===== src/logic/dic_pkg.sv =====
// Purpose: shared constants of the converter input capture and power control block
// Assumes: a 250 MHz conversion clock
// Notes:   times are kept in their own unit and turned into cycle counts here
package dic_pkg;
  localparam int unsigned DATA_W       = 14;
  localparam int unsigned CLK_PERIOD_NS = 4;
  localparam int unsigned CLK_MHZ      = 1000 / CLK_PERIOD_NS;

  // straight binary: all ones is full scale on the true output
  localparam logic [13:0] CODE_FULL    = 14'h3fff;
  localparam logic [13:0] CODE_ZERO    = 14'h0000;

  // power-up settle time after release of power-down (least time; CLK_MHZ rounds down)
  localparam int unsigned WAKE_US      = 3000;
  localparam int unsigned WAKE_CYC     = WAKE_US * CLK_MHZ;
  // power-down entry must finish within this (longest time, rounds down)
  localparam int unsigned ENTER_NS     = 5000;
  localparam int unsigned ENTER_CYC    = ENTER_NS / CLK_PERIOD_NS;

  // with the delay loop off the update interval must be at least 10 ns
  localparam int unsigned UPD_MIN_NS   = 10;
  localparam logic [1:0]  UPD_MIN_CYC  = 2'((UPD_MIN_NS + CLK_PERIOD_NS - 1) / CLK_PERIOD_NS);

  localparam int unsigned BUF_DEPTH    = 2;
  localparam logic [1:0]  BUF_FULL     = 2'h2;
  localparam logic [1:0]  BUF_EMPTY    = 2'h0;

  typedef enum logic [1:0] {DIC_PW_ON, DIC_PW_DOWN, DIC_PW_WAKE} dic_pw_t;
endpackage : dic_pkg


===== src/logic/dic_buf2.sv =====
// Purpose: two-entry buffer between capture and converter core
// Assumes: single clock
// Notes:   passes a word straight through when empty so the core keeps
//          its one-cycle latency; entries fill while the core stalls or while a word is already held
module dic_buf2 import dic_pkg::*; (
  input  wire logic              i_mclk,
  input  wire logic              i_rst_n,
  input  wire logic              i_ce,
  input  wire logic              i_valid,
  input  wire logic [DATA_W-1:0] i_data,
  output logic                   o_in_ready,
  output logic                   o_valid,
  output logic [DATA_W-1:0]      o_data,
  input  wire logic              i_out_ready,
  output logic [1:0]             o_level
);
  logic [DATA_W-1:0] mem_q [BUF_DEPTH];
  logic              wr_q;
  logic              rd_q;
  logic [1:0]        cnt_q;
  logic              push;
  logic              pop;

  assign o_in_ready = (cnt_q != BUF_FULL);
  assign o_valid    = (cnt_q != BUF_EMPTY) || i_valid;
  assign o_data     = (cnt_q != BUF_EMPTY) ? mem_q[rd_q] : i_data;
  assign pop        = (cnt_q != BUF_EMPTY) && i_out_ready;
  assign push       = i_valid && o_in_ready && !((cnt_q == BUF_EMPTY) && i_out_ready);
  assign o_level    = cnt_q;

  always_ff @(posedge i_mclk)
  begin
    if (i_ce && push)
      mem_q[wr_q] <= i_data;
  end

  always_ff @(posedge i_mclk or negedge i_rst_n)
  begin
    if (!i_rst_n)
    begin
      wr_q  <= 1'b0;
      rd_q  <= 1'b0;
      cnt_q <= BUF_EMPTY;
    end
    else if (i_ce)
    begin
      if (push)
        wr_q <= ~wr_q;
      if (pop)
        rd_q <= ~rd_q;
      cnt_q <= cnt_q + {1'b0, push} - {1'b0, pop};
    end
  end
endmodule : dic_buf2


===== src/logic/dic_sync3.sv =====
// Purpose: three-stage synchroniser for a pin level
// Assumes: pin is asynchronous to i_mclk
// Notes:   output moves only once stages two and three agree
module dic_sync3 (
  input  wire logic i_mclk,
  input  wire logic i_rst_n,
  input  wire logic i_ce,
  input  wire logic i_pin,
  output logic      o_level
);
  logic s1_q;
  logic s2_q;
  logic s3_q;

  always_ff @(posedge i_mclk or negedge i_rst_n)
  begin
    if (!i_rst_n)
    begin
      s1_q    <= 1'b0;
      s2_q    <= 1'b0;
      s3_q    <= 1'b0;
      o_level <= 1'b0;
    end
    else if (i_ce)
    begin
      s1_q <= i_pin;
      s2_q <= s1_q;
      s3_q <= s2_q;
      if (s2_q == s3_q)
        o_level <= s3_q;
    end
  end
endmodule : dic_sync3


===== src/logic/dic_top.sv =====
// Purpose: digital side of a 14-bit current-steering converter: word capture,
//          core update, delay-loop enable and power-down sequencing
// Assumes: data source runs on i_mclk; power-down and loop-disable pins are async
// Notes:   output codes stand for the steered current on each output
// Function
// - capture the whole input word on every rising clock edge
// - core takes captured word on next rising edge: one cycle latency
// - delay loop only aligns the capture clock, never changes output
// - input word is unsigned binary, bit 13 most significant
// - all-ones code puts full scale on true output, none on other
// - all-zeros code puts full scale on complementary output
// - true output is code scaled; complementary carries the remainder
// - power-down pin high switches the output current off
// - power-down entry under 5 us, recovery about 3 ms
// - power-down acts asynchronously to the clock, active high; here it is synchronised to i_mclk in three stages first
// - loop-disable high turns the loop off; rate then at most 100 MSPS
module dic_top import dic_pkg::*; #(
  parameter int unsigned WAKE_CYCLES = WAKE_CYC
) (
  input  wire logic              i_mclk,
  input  wire logic              i_rst_n,
  input  wire logic              i_ce,
  input  wire logic [DATA_W-1:0] i_data_p,
  input  wire logic [DATA_W-1:0] i_data_n,
  input  wire logic              i_data_valid,
  output logic                   o_data_ready,
  input  wire logic              i_core_ready,
  input  wire logic              i_power_down,
  input  wire logic              i_delay_loop_disable,
  output logic [DATA_W-1:0]      o_true_current_output,
  output logic [DATA_W-1:0]      o_complementary_current_output,
  output logic                   o_core_strobe,
  output logic                   o_output_on,
  output logic                   o_powered_down,
  output logic                   o_dll_enable,
  output logic                   o_rate_fault
);
  import dic_pkg::*;

  localparam logic [19:0] WAKE_LAST = 20'(WAKE_CYCLES - 1);

  logic              rst_meta_q;
  logic              rst_n_q;
  logic              sleep_s;
  logic              loop_off_s;
  logic [DATA_W-1:0] cap_q;
  logic              cap_vld_q;
  logic              buf_in_ready;
  logic              buf_vld;
  logic [DATA_W-1:0] buf_data;
  logic [1:0]        buf_level;
  logic              core_take;
  logic [DATA_W-1:0] code_q;
  logic [DATA_W-1:0] code_d;
  dic_pw_t           pw_q;
  dic_pw_t           pw_d;
  logic [19:0]       wake_cnt_q;
  logic [1:0]        gap_q;

  // one bit from a differential pair
  function automatic logic [DATA_W-1:0] resolve(input logic [DATA_W-1:0] p, input logic [DATA_W-1:0] n);
    resolve = p & ~n;
  endfunction : resolve

  // reset enters asynchronously, leaves on the clock
  always_ff @(posedge i_mclk or negedge i_rst_n)
  begin
    if (!i_rst_n)
    begin
      rst_meta_q <= 1'b0;
      rst_n_q    <= 1'b0;
    end
    else
    begin
      rst_meta_q <= 1'b1;
      rst_n_q    <= rst_meta_q;
    end
  end

  // pin is taken as-is: an open pin has no defined level to fall back on
  dic_sync3 u_sleep_sync (
    .i_mclk  (i_mclk),
    .i_rst_n (rst_n_q),
    .i_ce    (i_ce),
    .i_pin   (i_power_down),
    .o_level (sleep_s)
  );

  dic_sync3 u_loop_sync (
    .i_mclk  (i_mclk),
    .i_rst_n (rst_n_q),
    .i_ce    (i_ce),
    .i_pin   (i_delay_loop_disable),
    .o_level (loop_off_s)
  );

  // capture stage: every edge, all fourteen bits at once
  always_ff @(posedge i_mclk or negedge rst_n_q)
  begin
    if (!rst_n_q)
    begin
      cap_q     <= CODE_ZERO;
      cap_vld_q <= 1'b0;
    end
    else if (i_ce)
    begin
      cap_q     <= resolve(i_data_p, i_data_n);
      cap_vld_q <= i_data_valid && o_data_ready;
    end
  end

  // ready is registered, so a word may already be in flight when it drops;
  // demanding an empty buffer leaves room for that word and one more
  always_ff @(posedge i_mclk or negedge rst_n_q)
  begin
    if (!rst_n_q)
      o_data_ready <= 1'b0;
    else if (i_ce)
      o_data_ready <= (buf_level == BUF_EMPTY) && buf_in_ready && !(cap_vld_q && !core_take);
  end

  dic_buf2 u_buf (
    .i_mclk      (i_mclk),
    .i_rst_n     (rst_n_q),
    .i_ce        (i_ce),
    .i_valid     (cap_vld_q),
    .i_data      (cap_q),
    .o_in_ready  (buf_in_ready),
    .o_valid     (buf_vld),
    .o_data      (buf_data),
    .i_out_ready (core_take),
    .o_level     (buf_level)
  );

  // while asleep the core drains the buffer so stale words are not replayed
  assign core_take = buf_vld && (i_core_ready || (pw_q != DIC_PW_ON));
  assign code_d    = (core_take && (pw_q == DIC_PW_ON)) ? buf_data : code_q;

  always_ff @(posedge i_mclk or negedge rst_n_q)
  begin
    if (!rst_n_q)
    begin
      code_q        <= CODE_ZERO;
      o_core_strobe <= 1'b0;
    end
    else if (i_ce)
    begin
      code_q        <= code_d;
      o_core_strobe <= core_take && (pw_q == DIC_PW_ON);
    end
  end

  // power sequencing
  always_comb
  begin
    pw_d = pw_q;
    unique case (pw_q)
      DIC_PW_ON:   if (sleep_s) pw_d = DIC_PW_DOWN;
      DIC_PW_DOWN: if (!sleep_s) pw_d = DIC_PW_WAKE;
      DIC_PW_WAKE:
      begin
        if (sleep_s)
          pw_d = DIC_PW_DOWN;
        else if (wake_cnt_q == WAKE_LAST)
          pw_d = DIC_PW_ON;
      end
      default:     pw_d = DIC_PW_DOWN;
    endcase
  end

  always_ff @(posedge i_mclk or negedge rst_n_q)
  begin
    if (!rst_n_q)
    begin
      pw_q       <= DIC_PW_ON;
      wake_cnt_q <= 20'h00000;
    end
    else if (i_ce)
    begin
      pw_q <= pw_d;
      if (pw_q == DIC_PW_WAKE)
        wake_cnt_q <= wake_cnt_q + 20'h00001;
      else
        wake_cnt_q <= 20'h00000;
    end
  end

  // code maps straight to steered current; both off while not running
  always_ff @(posedge i_mclk or negedge rst_n_q)
  begin
    if (!rst_n_q)
    begin
      o_true_current_output          <= CODE_ZERO;
      o_complementary_current_output <= CODE_ZERO;
      o_output_on                    <= 1'b0;
      o_powered_down                 <= 1'b0;
    end
    else if (i_ce)
    begin
      o_output_on    <= (pw_d == DIC_PW_ON);
      o_powered_down <= (pw_d != DIC_PW_ON);
      if (pw_d == DIC_PW_ON)
      begin
        o_true_current_output          <= code_d;
        o_complementary_current_output <= CODE_FULL - code_d;
      end
      else
      begin
        o_true_current_output          <= CODE_ZERO;
        o_complementary_current_output <= CODE_ZERO;
      end
    end
  end

  // the loop only moves the capture clock phase; nothing in the data path reads it
  always_ff @(posedge i_mclk or negedge rst_n_q)
  begin
    if (!rst_n_q)
      o_dll_enable <= 1'b0;
    else if (i_ce)
      o_dll_enable <= !loop_off_s;
  end

  // update spacing watch while the loop is off; a fault is only reported,
  // the word is still converted
  always_ff @(posedge i_mclk or negedge rst_n_q)
  begin
    if (!rst_n_q)
    begin
      gap_q        <= UPD_MIN_CYC;
      o_rate_fault <= 1'b0;
    end
    else if (i_ce)
    begin
      if (cap_vld_q)
        gap_q <= 2'h1;
      else if (gap_q != UPD_MIN_CYC)
        gap_q <= gap_q + 2'h1;
      o_rate_fault <= cap_vld_q && loop_off_s && (gap_q < UPD_MIN_CYC);
    end
  end
endmodule : dic_top


===== config.mk =====
export PLATFORM = sky130hd
export DESIGN_NAME = dic_top
export DESIGN_NICKNAME = d
export VERILOG_FILES = /design/src/logic/dic_pkg.sv /design/src/logic/dic_buf2.sv /design/src/logic/dic_sync3.sv /design/src/logic/dic_top.sv
export SDC_FILE = /design/constraint.sdc
export NUM_CORES = 1
export LEC_CHECK = 0
export BUFFER_PORTS_ARGS = -buffer_cell sky130_fd_sc_hd__buf_2
export CORE_MARGIN = 3
export CORE_UTILIZATION = 60
export CTS_BUF_LIST = sky130_fd_sc_hd__clkbuf_16
export CTS_CLUSTER_DIAMETER = 150
export DETAILED_ROUTE_END_ITERATION = 7
export PLACE_DENSITY_LB_ADDON = 0.05
export SETUP_SLACK_MARGIN = 0.3
export SKIP_CTS_REPAIR_TIMING = 1
export SLEW_MARGIN = 30
export SYNTH_ARGS = -nofsm -noshare
export SYNTH_HDL_FRONTEND = slang
export SYNTH_SLANG_ARGS = --single-unit

===== constraint.sdc =====
create_clock -name i_mclk -period 4.5 [get_ports i_mclk]
set_input_delay 0.9 -clock i_mclk [delete_from_list [all_inputs] [get_ports i_mclk]]
set_output_delay 0.9 -clock i_mclk [all_outputs]
set_load 0.01 [all_outputs]

==> summary.md <==
| Metric | Value |
|---|---|
| Status | `finished clean` |
| # DRC | `0` |
| Maxcap violations | `0` |
| Crit path launch type | `primary input` |
| Worst R2R Setup Slack | `1.90 ns` |
| Slew at the pin closest to its max-slew limit | `between 0.9 and 1 ns` |
| Critical-path top delay cell | `or3_1` |
| Post-synth EDFFs | `28` |
| Synth Area per Inst | `approximately 12 µm²` |
| Synth-to-Final Area Change | `18.3%` |
| Clk pwr share | `34.2%` |
| Power per standard cell area | `approximately 640 nW/µm²` |
| Ys async rst share | `78.3%` |
| Total GRT Usage | `between 20% and 30%` |
| Post-synth cell types | `slightly below 50` |
| Cell family with most CP delay | `simple AND/OR/NAND/NOR gates` |
| Sequential power share | `about two fifths` |
| Most common cell after layout, fill and taps aside | `dfrtp_1` |
| Total power | `0.00431 W` |
| Worst path bufs/invs | `1` |
| Htree depth | `4` |
| Final #Nets | `~600` |
| Worst-path clk slew | `about 0.06 ns` |
| Final hold violation count | `0` |
| Grt ovf | `0` |
| VDD IR-drop max | `0.446 mV` |
| Final worst path period need | `roughly 2.7 ns` |
| Post-synthesis sequential area ratio | `about three fifths` |
| Max-slew violations | `0` |
| CP Capture Type | `flip-flop` |
| Synthesized area | `approximately 5700 µm²` |
| Sum Neg Setup Slack | `0 ns` |
| Pleak | `around 3.1 nW` |
| Core ar. | `9240 µm²` |
| TritonCTS clock tree | `yes` |
| N_diodes | `0` |
| Period utilization | `59.7%` |
| Share of cells above drive strength 1 | `between 20% and 30%` |
| Yosys Warn Count | `0` |
| Worst Path Max Fanout | `30` |
| Pre-CTS setup slack | `~1.4 ns` |
| Switch share | `about a third` |
| Worst Skew | `~0.010 ns` |
| Crit path DAT | `around 3.0 ns` |
| Root buf cell | `clkbuf_16` |
| DP Wirelength | `about 8000 µm` |
| Bufs on Longest Clock Path | `2` |
| Synthesized net count | `between 500 and 600` |
| Worst path cell trace | `buf_2 > or3b_2 > or3_1 > a211oi_1 > a21o_1` |
| Initial antenna violation count | `0` |
| Post-synthesis register bit count | `roughly 130` |
| Row cnt | `35` |
| Die ar. | `between 10,000 and 15,000 µm²` |
| Routed Antenna Nets | `0` |
| Combinational group share of total power | `roughly 26%` |
| Layout Utilization | `73.2%` |
| Clock Sinks | `about 130` |
| Starting density of the core | `61.9%` |
| CTS Buf Count | `17` |
| Maximum clock rate | `373 MHz` |
| Number of global-route vias before repair | `4,110` |
| Setup Viol. Count Final | `0` |
| Die H | `104 µm` |
| Sw Pwr | `between 0.001 and 0.0015 W` |
| Count of input and output buffers | `68` |
| Largest net degree at the start of global routing | `63` |
| Top_reg_cell synth | `dfrtp_1` |
| DRT Pass-1 Iters | `5` |
| GPL Wtd Cong | `approximately 0.82` |
| Hold/Removal Path Class | `in -> async` |
| RSZ-0062 raised after global routing | `no` |
| DRT iter0 DRCs | `around 230` |
| Critical Path RT | `around 4.8 ns` |
| Commonest non-fill, non-tap cells in the layout | `98 x dfrtp_1, 68 x buf_2, 31 x o21ai_0, 30 x o2bb2ai_1` |
| Worst path max stage delay | `a little over 0.8 ns` |
| Synthesized instance count | `approximately 490` |
| Wire length per cell | `around 17 µm` |
| DRT Wirelength | `approximately 12,000 µm` |
| Die extent in x | `~100 µm` |
| Routed vias/inst | `between 5 and 6` |
| IO Count | `69` |
| Vias | `roughly 4,000` |
| First-pass GRT wire length | `20,400 µm` |
| Cell-internal power | `about 0.0029 W` |
| Slew Limit Headroom | `approximately two fifths` |
| Worst Path Class, Setup | `in -> reg` |
| Clk_lat worst skew | `between 0.4 and 0.5 ns` |
| Final worst slack | `roughly 1.8 ns` |
## cells in the mapped netlist (all sizes together), types with 7 or more instances
cell / instances / area share, %
a21o: 17 / 2.2
o22ai: 14 / 1.5
inv: 26 / 1.7
nand3: 10 / 0.87
xnor2: 10 / 1.5
o2bb2ai: 30 / 4.6
or3: 7 / 0.81
a21oi: 10 / 0.87
mux2i: 16 / 2.8
nor2: 29 / 1.9
buf: 9 / 0.81
dfrtp: 99 / 43
nand3b: 14 / 1.8
a2bb2oi: 14 / 2.1
clkbuf: 26 / 1.7
a211oi: 17 / 2.2
o21ai: 31 / 2.7
nand2: 17 / 1.1
o22a: 15 / 2.3
edfxtp: 28 / 15
## power by group through the flow
stage | Combinational (W) | Clock (W) | Sequential, W
CTS | 0.00112 | 0.00149 | 0.00173
global placement | 0.00106 | 0 | 0.00174
finish | 0.00111 | 0.00148 | 0.00172
detailed placement | 0.00111 | 0 | 0.00174
global route | 0.00124 | 0.00155 | 0.00176
floorplan | 0.000792 | 0 | 0.00171
## kinds of logic (layout without fill, tap and decap cells)
kind of cell | count (synthesis) | count (layout) | synth area share [%]
xor+xnor | 15 | 15 | 2.30
simple gates | 107 | 107 | 10.3
other cells | 1 | 1 | 0.0655
mux | 20 | 20 | 3.59
buf+inv | 61 | 131 | 4.22
flops | 129 | 129 | 58.9
fa+ha+maj | 4 | 4 | 0.875
compound gates | 156 | 156 | 19.7
## per-layer routing
layer  GRT usage (%)  part of all wire, %  vias to the layer above
li1                -                    -                     1943
met1            29.0                   41                     2043
met2            40.7                   53                       82
met3            5.98                  3.2                       18
met4            8.36                  2.0                        0
met5               0                    0                        -
## layout make-up
class,instances,area [µm²]
Clock buffer,18,450
Multi-Input combinational cell,303,2110
Tap cell,129,161
Sequential cell,129,3370
Timing Repair Buffer,73,378
Fill cell,646,2470
Clock inverter,14,190
Inverter,26,97.6
## state kept, by name (all words and copies together), names as in the netlist, 2 cells and up
| name | cells |
|---|---|
| u_buf.mem_q | 28 |
| wake_cnt_q | 20 |
| cap_q | 14 |
| code_q | 14 |
| o_complementary_current_output | 14 |
| o_true_current_output | 14 |
| gap_q | 2 |
| pw_q | 2 |
| u_buf.o_level | 2 |
## stage by stage
step                cells  hold WS, ns  area [µm²]
finish                692        0.255        6770
global route          692        0.242        6770
CTS                   692        0.245        6760
detailed placement    660        0.340        6120
global placement      660        0.337        6120
floorplan             493        0.331        5720
## worst register-to-register path, cell delays in order, from the launching register on
cell	delay (ns)
dfrtp_1	0.46
or3b_2	0.78
or3_1	0.82
a211oi_1	0.37
a21o_1	0.12
## worst paths after layout
path | end | from | cells past startpoint
min in group i_mclk | rst_n_q | rst_meta_q | 0
min reg2reg | rst_n_q | rst_meta_q | 0
max | code_q[9] | i_core_ready | 5
max reg2reg | code_q[9] | pw_q[1] | 4
max in group asynchronous | o_complementary_current_output[12] | rst_n_q | 1
min | rst_n_q | i_rst_n | 1
Power figures use the tool's default switching activity.
